==> config.mk <==
export PLATFORM = sky130hd
export DESIGN_NAME = cmpref_regs
export DESIGN_NICKNAME = d
export VERILOG_FILES = /design/src/logic/cmpref_pkg.sv /design/src/logic/cmpref_decode.sv /design/src/logic/cmpref_regs.sv
export SDC_FILE = /design/constraint.sdc
export NUM_CORES = 1
export LEC_CHECK = 0
export ABC_AREA = 1
export BUFFER_PORTS_ARGS = -buffer_cell sky130_fd_sc_hd__clkbuf_2
export CAP_MARGIN = 20
export CORE_ASPECT_RATIO = 0.8
export CORE_MARGIN = 3
export CORE_UTILIZATION = 55
export CTS_CLUSTER_SIZE = 40
export DETAILED_ROUTE_END_ITERATION = 7
export GPL_TIMING_DRIVEN = 0
export PLACE_DENSITY = 0.85
export SYNTH_ARGS = -nofsm -noshare
export SYNTH_HDL_FRONTEND = slang
export SYNTH_SLANG_ARGS = --single-unit
==> constraint.sdc <==
create_clock -name clk -period 5.9 [get_ports clk]
set_clock_uncertainty 0.2 [all_clocks]
set_input_delay 0.59 -clock clk [delete_from_list [all_inputs] [get_ports clk]]
set_output_delay 0.59 -clock clk [all_outputs]
set_load 0.02 [all_outputs]
==> src/logic/cmpref_pkg.sv <==
// Purpose: Constants for the comparator reference and port control register bank.
// Assumes: AXI4-Lite with 32-bit data; each register takes one aligned word.
// Notes: Registers are 16 bits wide, aux_control only 3 bits; all sit in the low half of the word.
package cmpref_pkg;
    // ------------------------------------------------------------------
    // Bus geometry
    // ------------------------------------------------------------------
    localparam int ADDR_W = 8;
    localparam int DATA_W = 32;
    localparam int REG_W = 16;

    // ------------------------------------------------------------------
    // Register byte addresses
    // ------------------------------------------------------------------
    localparam logic [7:0] ADDR_REFERENCE_CONTROL = 8'h00;
    localparam logic [7:0] ADDR_PORT_BUFFER_DISABLE = 8'h04;
    localparam logic [7:0] ADDR_AUX_CONTROL = 8'h08;
    localparam logic [7:0] ADDR_STATUS = 8'h0c;

    // ------------------------------------------------------------------
    // Reset values
    // ------------------------------------------------------------------
    localparam logic [15:0] RST_REFERENCE_CONTROL = 16'h0000;
    localparam logic [15:0] RST_PORT_BUFFER_DISABLE = 16'h0000;
    localparam logic [2:0] RST_AUX_CONTROL = 3'h0;

    // ------------------------------------------------------------------
    // Field positions of reference_control
    // ------------------------------------------------------------------
    localparam int REF_ACCURACY_BIT = 15;
    localparam int REF_LEVEL_HI = 14;
    localparam int REF_LEVEL_LO = 13;
    localparam int UPPER_TAP_HI = 12;
    localparam int UPPER_TAP_LO = 8;
    localparam int SOURCE_HI = 7;
    localparam int SOURCE_LO = 6;
    localparam int TERMINAL_SEL_BIT = 5;
    localparam int LOWER_TAP_HI = 4;
    localparam int LOWER_TAP_LO = 0;

    // ------------------------------------------------------------------
    // Field positions of aux_control and status
    // ------------------------------------------------------------------
    localparam int AUX_EXCHANGE_BIT = 0;
    localparam int AUX_MANUAL_EN_BIT = 1;
    localparam int AUX_MANUAL_LEVEL_BIT = 2;
    localparam int STAT_RESULT_BIT = 0;
    localparam int STAT_RAW_BIT = 1;
    localparam int STAT_TAP_LO = 2;

    // ------------------------------------------------------------------
    // Encodings
    // ------------------------------------------------------------------
    localparam logic [1:0] LEVEL_OFF = 2'h0;
    localparam logic [1:0] SRC_OFF = 2'h0;
    localparam logic [1:0] SRC_SUPPLY_LADDER = 2'h1;
    localparam logic [1:0] SRC_SHARED_LADDER = 2'h2;
    localparam logic [1:0] SRC_SHARED_DIRECT = 2'h3;
    localparam logic [1:0] RESP_OKAY = 2'h0;
    localparam logic [1:0] RESP_SLVERR = 2'h2;
endpackage : cmpref_pkg

==> src/logic/cmpref_decode.sv <==
// Purpose: Decodes the reference control word into ladder, source and terminal controls.
// Assumes: cmp_raw is already synchronised to clk.
// Notes: Purely combinational; the caller registers every output.
`timescale 1ns/1ns
module cmpref_decode (
    input wire logic [15:0] ctrl,
    input wire logic [2:0] aux,
    input wire logic cmp_raw,
    output logic cmp_out,
    output logic ref_request,
    output logic [4:0] ladder_tap,
    output logic ladder_from_supply,
    output logic ladder_from_shared,
    output logic shared_direct,
    output logic ref_to_plus,
    output logic ref_to_minus
);
    logic exchange;
    logic use_upper;
    logic [1:0] src;

    always_comb begin
        exchange = aux[cmpref_pkg::AUX_EXCHANGE_BIT];
        src = ctrl[cmpref_pkg::SOURCE_HI:cmpref_pkg::SOURCE_LO];
        // Exchange inverts the comparator output seen by the rest of the block.
        cmp_out = cmp_raw ^ exchange;
        ref_request = ctrl[cmpref_pkg::REF_LEVEL_HI:cmpref_pkg::REF_LEVEL_LO]
                      != cmpref_pkg::LEVEL_OFF;
        // Manual choice overrides the output state except in direct mode.
        if (aux[cmpref_pkg::AUX_MANUAL_EN_BIT] && src != cmpref_pkg::SRC_SHARED_DIRECT) begin
            use_upper = aux[cmpref_pkg::AUX_MANUAL_LEVEL_BIT];
        end else begin
            use_upper = cmp_out;
        end
        if (use_upper) begin
            ladder_tap = ctrl[cmpref_pkg::UPPER_TAP_HI:cmpref_pkg::UPPER_TAP_LO];
        end else begin
            ladder_tap = ctrl[cmpref_pkg::LOWER_TAP_HI:cmpref_pkg::LOWER_TAP_LO];
        end
        ladder_from_supply = src == cmpref_pkg::SRC_SUPPLY_LADDER;
        ladder_from_shared = src == cmpref_pkg::SRC_SHARED_LADDER;
        shared_direct = src == cmpref_pkg::SRC_SHARED_DIRECT;
        ref_to_plus = ctrl[cmpref_pkg::TERMINAL_SEL_BIT] == exchange;
        ref_to_minus = ctrl[cmpref_pkg::TERMINAL_SEL_BIT] != exchange;
    end
endmodule : cmpref_decode

==> src/logic/cmpref_regs.sv <==
// Purpose: AXI4-Lite register bank steering a comparator reference generator and pin buffers.
// Assumes: comparator_result comes from the analog core, asynchronous to clk.
// Notes: Outputs are registered from the next register values, so they change at the
//        same edge that stores a write.
//
// The AXI4-Lite register port and the address map were left to the implementer.
`timescale 1ns/1ns
// Operation
// - Request reference only for nonzero level
// - Accuracy bit: static or clocked mode
// - Level field: off, 1.5, 2.0, 2.5 V
// - Upper tap used while output high
// - Lower tap used while output low
// - Source field picks supply, shared, direct, off
// - Terminal bit equal exchange gives plus
// - Port bit set disables channel input buffer
// - Manual choice bit overrides output tap selection; the code ignores it while the source field selects direct
// - Exchange swaps inputs and inverts output
module cmpref_regs (
    input wire logic clk,
    input wire logic sys_rst,
    input wire logic [7:0] s_axi_awaddr,
    input wire logic s_axi_awvalid,
    output logic s_axi_awready,
    input wire logic [31:0] s_axi_wdata,
    input wire logic [3:0] s_axi_wstrb,
    input wire logic s_axi_wvalid,
    output logic s_axi_wready,
    output logic [1:0] s_axi_bresp,
    output logic s_axi_bvalid,
    input wire logic s_axi_bready,
    input wire logic [7:0] s_axi_araddr,
    input wire logic s_axi_arvalid,
    output logic s_axi_arready,
    output logic [31:0] s_axi_rdata,
    output logic [1:0] s_axi_rresp,
    output logic s_axi_rvalid,
    input wire logic s_axi_rready,
    input wire logic comparator_result,
    output logic comparator_out,
    output logic input_exchange,
    output logic ref_request,
    output logic ref_accuracy_mode,
    output logic [1:0] ref_level_select,
    output logic [4:0] ladder_tap,
    output logic ladder_from_supply,
    output logic ladder_from_shared,
    output logic shared_direct,
    output logic ref_to_plus,
    output logic ref_to_minus,
    output logic [15:0] pin_buffer_off
);
    // ------------------------------------------------------------------
    // Helpers
    // ------------------------------------------------------------------
    function automatic logic [15:0] merge16(input logic [15:0] old, input logic [31:0] data,
                                            input logic [3:0] strb);
        logic [15:0] res;
        res = old;
        if (strb[0]) begin
            res[7:0] = data[7:0];
        end
        if (strb[1]) begin
            res[15:8] = data[15:8];
        end
        return res;
    endfunction : merge16

    function automatic logic mapped(input logic [7:0] addr);
        return addr == cmpref_pkg::ADDR_REFERENCE_CONTROL ||
               addr == cmpref_pkg::ADDR_PORT_BUFFER_DISABLE ||
               addr == cmpref_pkg::ADDR_AUX_CONTROL ||
               addr == cmpref_pkg::ADDR_STATUS;
    endfunction : mapped

    // ------------------------------------------------------------------
    // State
    // ------------------------------------------------------------------
    logic [15:0] reference_control;
    logic [15:0] port_buffer_disable;
    logic [2:0] aux_control;
    logic aw_held;
    logic [7:0] aw_addr;
    logic w_held;
    logic [31:0] w_data;
    logic [3:0] w_strb;
    logic res_meta;
    logic res_sync;
    logic [15:0] next_reference_control;
    logic [15:0] next_port_buffer_disable;
    logic [2:0] next_aux_control;
    logic next_aw_held;
    logic [7:0] next_aw_addr;
    logic next_w_held;
    logic [31:0] next_w_data;
    logic [3:0] next_w_strb;
    logic next_awready;
    logic next_wready;
    logic [1:0] next_bresp;
    logic next_bvalid;
    logic next_arready;
    logic [31:0] next_rdata;
    logic [1:0] next_rresp;
    logic next_rvalid;
    logic dec_cmp_out;
    logic dec_ref_request;
    logic [4:0] dec_ladder_tap;
    logic dec_from_supply;
    logic dec_from_shared;
    logic dec_direct;
    logic dec_to_plus;
    logic dec_to_minus;

    // ------------------------------------------------------------------
    // Comparator result synchroniser
    // ------------------------------------------------------------------
    always_ff @(posedge clk or posedge sys_rst) begin
        if (sys_rst) begin
            res_meta <= 1'b0;
            res_sync <= 1'b0;
        end else begin
            res_meta <= comparator_result;
            res_sync <= res_meta;
        end
    end

    // ------------------------------------------------------------------
    // Decode of the values the registers take at the next edge
    // ------------------------------------------------------------------
    cmpref_decode u_decode (
        .ctrl(next_reference_control),
        .aux(next_aux_control),
        .cmp_raw(res_sync),
        .cmp_out(dec_cmp_out),
        .ref_request(dec_ref_request),
        .ladder_tap(dec_ladder_tap),
        .ladder_from_supply(dec_from_supply),
        .ladder_from_shared(dec_from_shared),
        .shared_direct(dec_direct),
        .ref_to_plus(dec_to_plus),
        .ref_to_minus(dec_to_minus)
    );

    // ------------------------------------------------------------------
    // Bus slave and register next values
    // ------------------------------------------------------------------
    always_comb begin
        next_reference_control = reference_control;
        next_port_buffer_disable = port_buffer_disable;
        next_aux_control = aux_control;
        next_aw_held = aw_held;
        next_aw_addr = aw_addr;
        next_w_held = w_held;
        next_w_data = w_data;
        next_w_strb = w_strb;
        next_bresp = s_axi_bresp;
        next_bvalid = s_axi_bvalid;
        next_arready = s_axi_arready;
        next_rdata = s_axi_rdata;
        next_rresp = s_axi_rresp;
        next_rvalid = s_axi_rvalid;
        if (s_axi_awvalid && s_axi_awready) begin
            next_aw_held = 1'b1;
            next_aw_addr = s_axi_awaddr;
        end
        if (s_axi_wvalid && s_axi_wready) begin
            next_w_held = 1'b1;
            next_w_data = s_axi_wdata;
            next_w_strb = s_axi_wstrb;
        end
        if (s_axi_bvalid && s_axi_bready) begin
            next_bvalid = 1'b0;
        end
        // The write is carried out once both halves are held and no response waits.
        if (aw_held && w_held && !s_axi_bvalid) begin
            next_aw_held = 1'b0;
            next_w_held = 1'b0;
            next_bvalid = 1'b1;
            next_bresp = mapped(aw_addr) ? cmpref_pkg::RESP_OKAY : cmpref_pkg::RESP_SLVERR;
            unique case (aw_addr)
                cmpref_pkg::ADDR_REFERENCE_CONTROL: begin
                    next_reference_control = merge16(reference_control, w_data, w_strb);
                end
                cmpref_pkg::ADDR_PORT_BUFFER_DISABLE: begin
                    next_port_buffer_disable = merge16(port_buffer_disable, w_data, w_strb);
                end
                cmpref_pkg::ADDR_AUX_CONTROL: begin
                    if (w_strb[0]) begin
                        next_aux_control = w_data[2:0];
                    end
                end
                default: begin
                end
            endcase
        end
        next_awready = !next_aw_held && !next_bvalid;
        next_wready = !next_w_held && !next_bvalid;
        if (s_axi_rvalid && s_axi_rready) begin
            next_rvalid = 1'b0;
            next_arready = 1'b1;
        end
        if (s_axi_arvalid && s_axi_arready) begin
            next_arready = 1'b0;
            next_rvalid = 1'b1;
            next_rresp = mapped(s_axi_araddr) ? cmpref_pkg::RESP_OKAY : cmpref_pkg::RESP_SLVERR;
            next_rdata = 32'h0000_0000;
            unique case (s_axi_araddr)
                cmpref_pkg::ADDR_REFERENCE_CONTROL: begin
                    next_rdata[15:0] = reference_control;
                end
                cmpref_pkg::ADDR_PORT_BUFFER_DISABLE: begin
                    next_rdata[15:0] = port_buffer_disable;
                end
                cmpref_pkg::ADDR_AUX_CONTROL: begin
                    next_rdata[2:0] = aux_control;
                end
                cmpref_pkg::ADDR_STATUS: begin
                    next_rdata[cmpref_pkg::STAT_RESULT_BIT] = comparator_out;
                    next_rdata[cmpref_pkg::STAT_RAW_BIT] = res_sync;
                    next_rdata[cmpref_pkg::STAT_TAP_LO +: 5] = ladder_tap;
                end
                default: begin
                end
            endcase
        end
    end

    always_ff @(posedge clk or posedge sys_rst) begin
        if (sys_rst) begin
            reference_control <= cmpref_pkg::RST_REFERENCE_CONTROL;
            port_buffer_disable <= cmpref_pkg::RST_PORT_BUFFER_DISABLE;
            aux_control <= cmpref_pkg::RST_AUX_CONTROL;
            aw_held <= 1'b0;
            aw_addr <= 8'h00;
            w_held <= 1'b0;
            w_data <= 32'h0000_0000;
            w_strb <= 4'h0;
            s_axi_awready <= 1'b1;
            s_axi_wready <= 1'b1;
            s_axi_bresp <= cmpref_pkg::RESP_OKAY;
            s_axi_bvalid <= 1'b0;
            s_axi_arready <= 1'b1;
            s_axi_rdata <= 32'h0000_0000;
            s_axi_rresp <= cmpref_pkg::RESP_OKAY;
            s_axi_rvalid <= 1'b0;
        end else begin
            reference_control <= next_reference_control;
            port_buffer_disable <= next_port_buffer_disable;
            aux_control <= next_aux_control;
            aw_held <= next_aw_held;
            aw_addr <= next_aw_addr;
            w_held <= next_w_held;
            w_data <= next_w_data;
            w_strb <= next_w_strb;
            s_axi_awready <= next_awready;
            s_axi_wready <= next_wready;
            s_axi_bresp <= next_bresp;
            s_axi_bvalid <= next_bvalid;
            s_axi_arready <= next_arready;
            s_axi_rdata <= next_rdata;
            s_axi_rresp <= next_rresp;
            s_axi_rvalid <= next_rvalid;
        end
    end

    // ------------------------------------------------------------------
    // Registered analog and pin controls
    // ------------------------------------------------------------------
    always_ff @(posedge clk or posedge sys_rst) begin
        if (sys_rst) begin
            comparator_out <= 1'b0;
            input_exchange <= 1'b0;
            ref_request <= 1'b0;
            ref_accuracy_mode <= 1'b0;
            ref_level_select <= 2'h0;
            ladder_tap <= 5'h00;
            ladder_from_supply <= 1'b0;
            ladder_from_shared <= 1'b0;
            shared_direct <= 1'b0;
            ref_to_plus <= 1'b1;
            ref_to_minus <= 1'b0;
            pin_buffer_off <= 16'h0000;
        end else begin
            comparator_out <= dec_cmp_out;
            input_exchange <= next_aux_control[cmpref_pkg::AUX_EXCHANGE_BIT];
            ref_request <= dec_ref_request;
            ref_accuracy_mode <= next_reference_control[cmpref_pkg::REF_ACCURACY_BIT];
            ref_level_select <= next_reference_control[cmpref_pkg::REF_LEVEL_HI:
                                                       cmpref_pkg::REF_LEVEL_LO];
            ladder_tap <= dec_ladder_tap;
            ladder_from_supply <= dec_from_supply;
            ladder_from_shared <= dec_from_shared;
            shared_direct <= dec_direct;
            ref_to_plus <= dec_to_plus;
            ref_to_minus <= dec_to_minus;
            pin_buffer_off <= next_port_buffer_disable;
        end
    end
endmodule : cmpref_regs

==> metrics.cfg <==
[setup_path]
r2r_cells = 10
arrival_ns = 2.01
r2r-start = s_axi_bvalid
r2r-end = ladder_tap[0]
cp-endpoint = ladder_tap[0]
reg2reg_setup_slack_ns = 3.96
worstPathRequired_ns = 5.96
crit_type = reg2reg
end_kind = register
cp-startpoint = s_axi_bvalid
cp_max_fo = 6
critical_path.startpoint_type = register

[sta]
finalSetupViolCount = 0
fmax_ghz = 0.515
rsz0062_at_grt = false
hold_viol = 0
tightest_slew_ns = 0.679
max_slew_margin = 0.543
tns_ns = 0
min_period_ns = 1.94
timing.final.crit_share = 0.329
slew_violations = 0

[placed_design]
place.gp.congestion = 0.861
dpl_cell_area_mm2 = 0.00508
io_buffers = 96
hpwl_um = 7650

[cts]
clk_latency_ns = 0.37
cts_sinks = 100
path_clk_slew_ns = 0.10
ctsLongestPathBuffers = 2
h-tree-depth = 3
holdBufCountCts = 0
cts_buffers = 9
cts_tree = yes
cts_resized = 0
cts_setup_buffers = 0
cts_root_buf = clkbuf_8

[detailed_routing]
routed_via_density = 4.98
drt_iter0_markers = 187
drtAntennaViolNets = 0
drt_first_pass_iters = 5
drc = 0
vias = 3492
wl_um = 9790
post_drt_wl_per_cell_um = 14.0

[synthesis]
netlist_area_mm2 = 0.00438
yosys-top-cells-area = dfrtp_1 55%, nand2_1 8.9%, nand3_1 4.3%
synth_warnings = 0
synthDistinctLibCells = 35
synth_area_per_cell_um2 = 9.40
syn_inst = 466
yosys_register_bits = 100
synth_top_area_share = 0.549
ys_seq_area_frac = 0.573
yosysTopAreaCell = dfrtp_1

[floorplanning]
io_pins = 133
floorplan.initialDensity = 0.579
core_area_mm2 = 0.00757
rows = 28
dieArea_mm2 = 0.00908
die_y_um = 85.8
fp.dieW_um = 106

[run_status]
status = finished clean

[finish]
seqCellArea_mm2 = 0.00251
n_antenna_cell = 0
postLayoutCellArea_mm2 = 0.00526
nets = 651
multi_input_area_mm2 = 0.00155
drive_above_1_share = 0.314
syn2layout_area_growth_pct = 20.1
nFillCells = 608

[global_routing]
grt_first_pass_wirelength_um = 16300
track_usage = 0.230
antenna_found_initial = 0
grt_start_max_net_pins = 56
grt_pass1_vias = 3400
grt_overflow = 0

[power_and_ir_drop]
power.ir.vdd_worst_mv = 0.265
power.density_mw_per_mm2 = 447
leakagePower_nw = 2.89

[job]
cap_violations = 0

[hold_path]
hold_path.class = in2async

cell families (layout without fill, tap and decap cells):
kind of cell    after synthesis  after routing  share of synthesized area
other cells                   1             18                   0.000856
mux                          15             15                     0.0380
xor+xnor                      1              1                    0.00200
simple gates                200            200                      0.209
flops                       100            100                      0.573
buf+inv                      77            190                     0.0874
compound gates               72             72                     0.0897
where the power goes:
| group | internal [W] | switching, W | total (W) |
|---|---|---|---|
| sequential | 0.000940 | 0.000179 | 0.00112 |
| clock | 0.000155 | 0.000237 | 0.000392 |
| combinational | 0.000288 | 0.000555 | 0.000842 |
| total | 0.00138 | 0.000970 | 0.00235 |
synth_stat cells (all sizes together):
master    n
a21oi    32
a31oi     1
buf      24
clkbuf    8
clkinv    3
conb      1
dfrtp    96
dfstp     4
inv      42
mux2     13
mux2i     2
nand2   116
nand3    39
nor2     39
nor3      3
nor4      1
o21ai    38
o22ai     1
or2       2
xnor2     1
metal layers:
layer,up-vias,global-route usage,wire length [um]
li1,1712,-,-
met1,1612,0.313,4230
met2,154,0.363,4510
met3,14,0.0730,924
met4,0,0.0600,130
met5,-,0,0
critical path, stage by stage, from the launching register on:
cell and delay, ns:
dfrtp_1 0.39, inv_1 0.08, nand3_2 0.15, inv_1 0.23
nand3_1 0.12, nand2_2 0.13, inv_4 0.05, nand2_4 0.08
nand3_1 0.19, nand3_1 0.16, nand2_1 0.06
layout by cell type (no fill, tap or decap), types with 8 or more instances in the layout:
| cell | netlist | routed |
|---|---|---|
| nand3_1 | 38 | 38 |
| inv_1 | 39 | 38 |
| clkbuf_8 | 0 | 9 |
| mux2_2 | 13 | 13 |
| conb_1 | 1 | 18 |
| nand2_2 | 10 | 10 |
| nand2_1 | 104 | 104 |
| dfrtp_1 | 96 | 96 |
| o21ai_0 | 30 | 30 |
| clkbuf_1 | 8 | 8 |
| nor2_1 | 32 | 32 |
| clkbuf_2 | 0 | 96 |
| a21oi_1 | 32 | 32 |
| buf_4 | 21 | 21 |
worst min path at each step:
stage	to	start	slack, ns
after floorplan	res_sync	res_meta	0.13
after global placement	res_sync	res_meta	0.14
after detailed placement	res_sync	res_meta	0.14
after CTS	w_data[12]	sys_rst	0.07
after global routing	s_axi_rdata[3]	sys_rst	0.09
final	reference_control[4]	sys_rst	0.06
final cells by class:
class                      count  area share
buffer                        32      0.0397
clock buffer                   9      0.0235
clock inverter                 7     0.00999
inverter                      45      0.0335
multi-input combinational    306       0.295
sequential                   100       0.477
tap                          105      0.0250
timing repair buffer          97      0.0966
sequential cells by signal, summed over array words and instances (netlist names), 2 cells and up:
register and flops:
s_axi_rdata 16, w_strb 2, aw_addr 8, pin_buffer_off 16
w_data 16, reference_control 14, ladder_tap 5, aux_control 3
per-stage QoR:
| step | power (W) | hold slack (ns) | worst slack (ns) | std cells | utilization |
|---|---|---|---|---|---|
| floorplan | 0.00167 | 0.131 | 2.50 | 483 | - |
| global placement | 0.00193 | 0.139 | 1.55 | 684 | 0.668 |
| detailed placement | 0.00197 | 0.140 | 3.74 | 685 | 0.672 |
| CTS | 0.00237 | 0.0694 | 3.97 | 701 | 0.695 |
| global route | 0.00251 | 0.0941 | 3.77 | 701 | 0.695 |
| finish | 0.00235 | 0.0612 | 3.96 | 701 | 0.695 |
(Power assumes the default switching activity.)
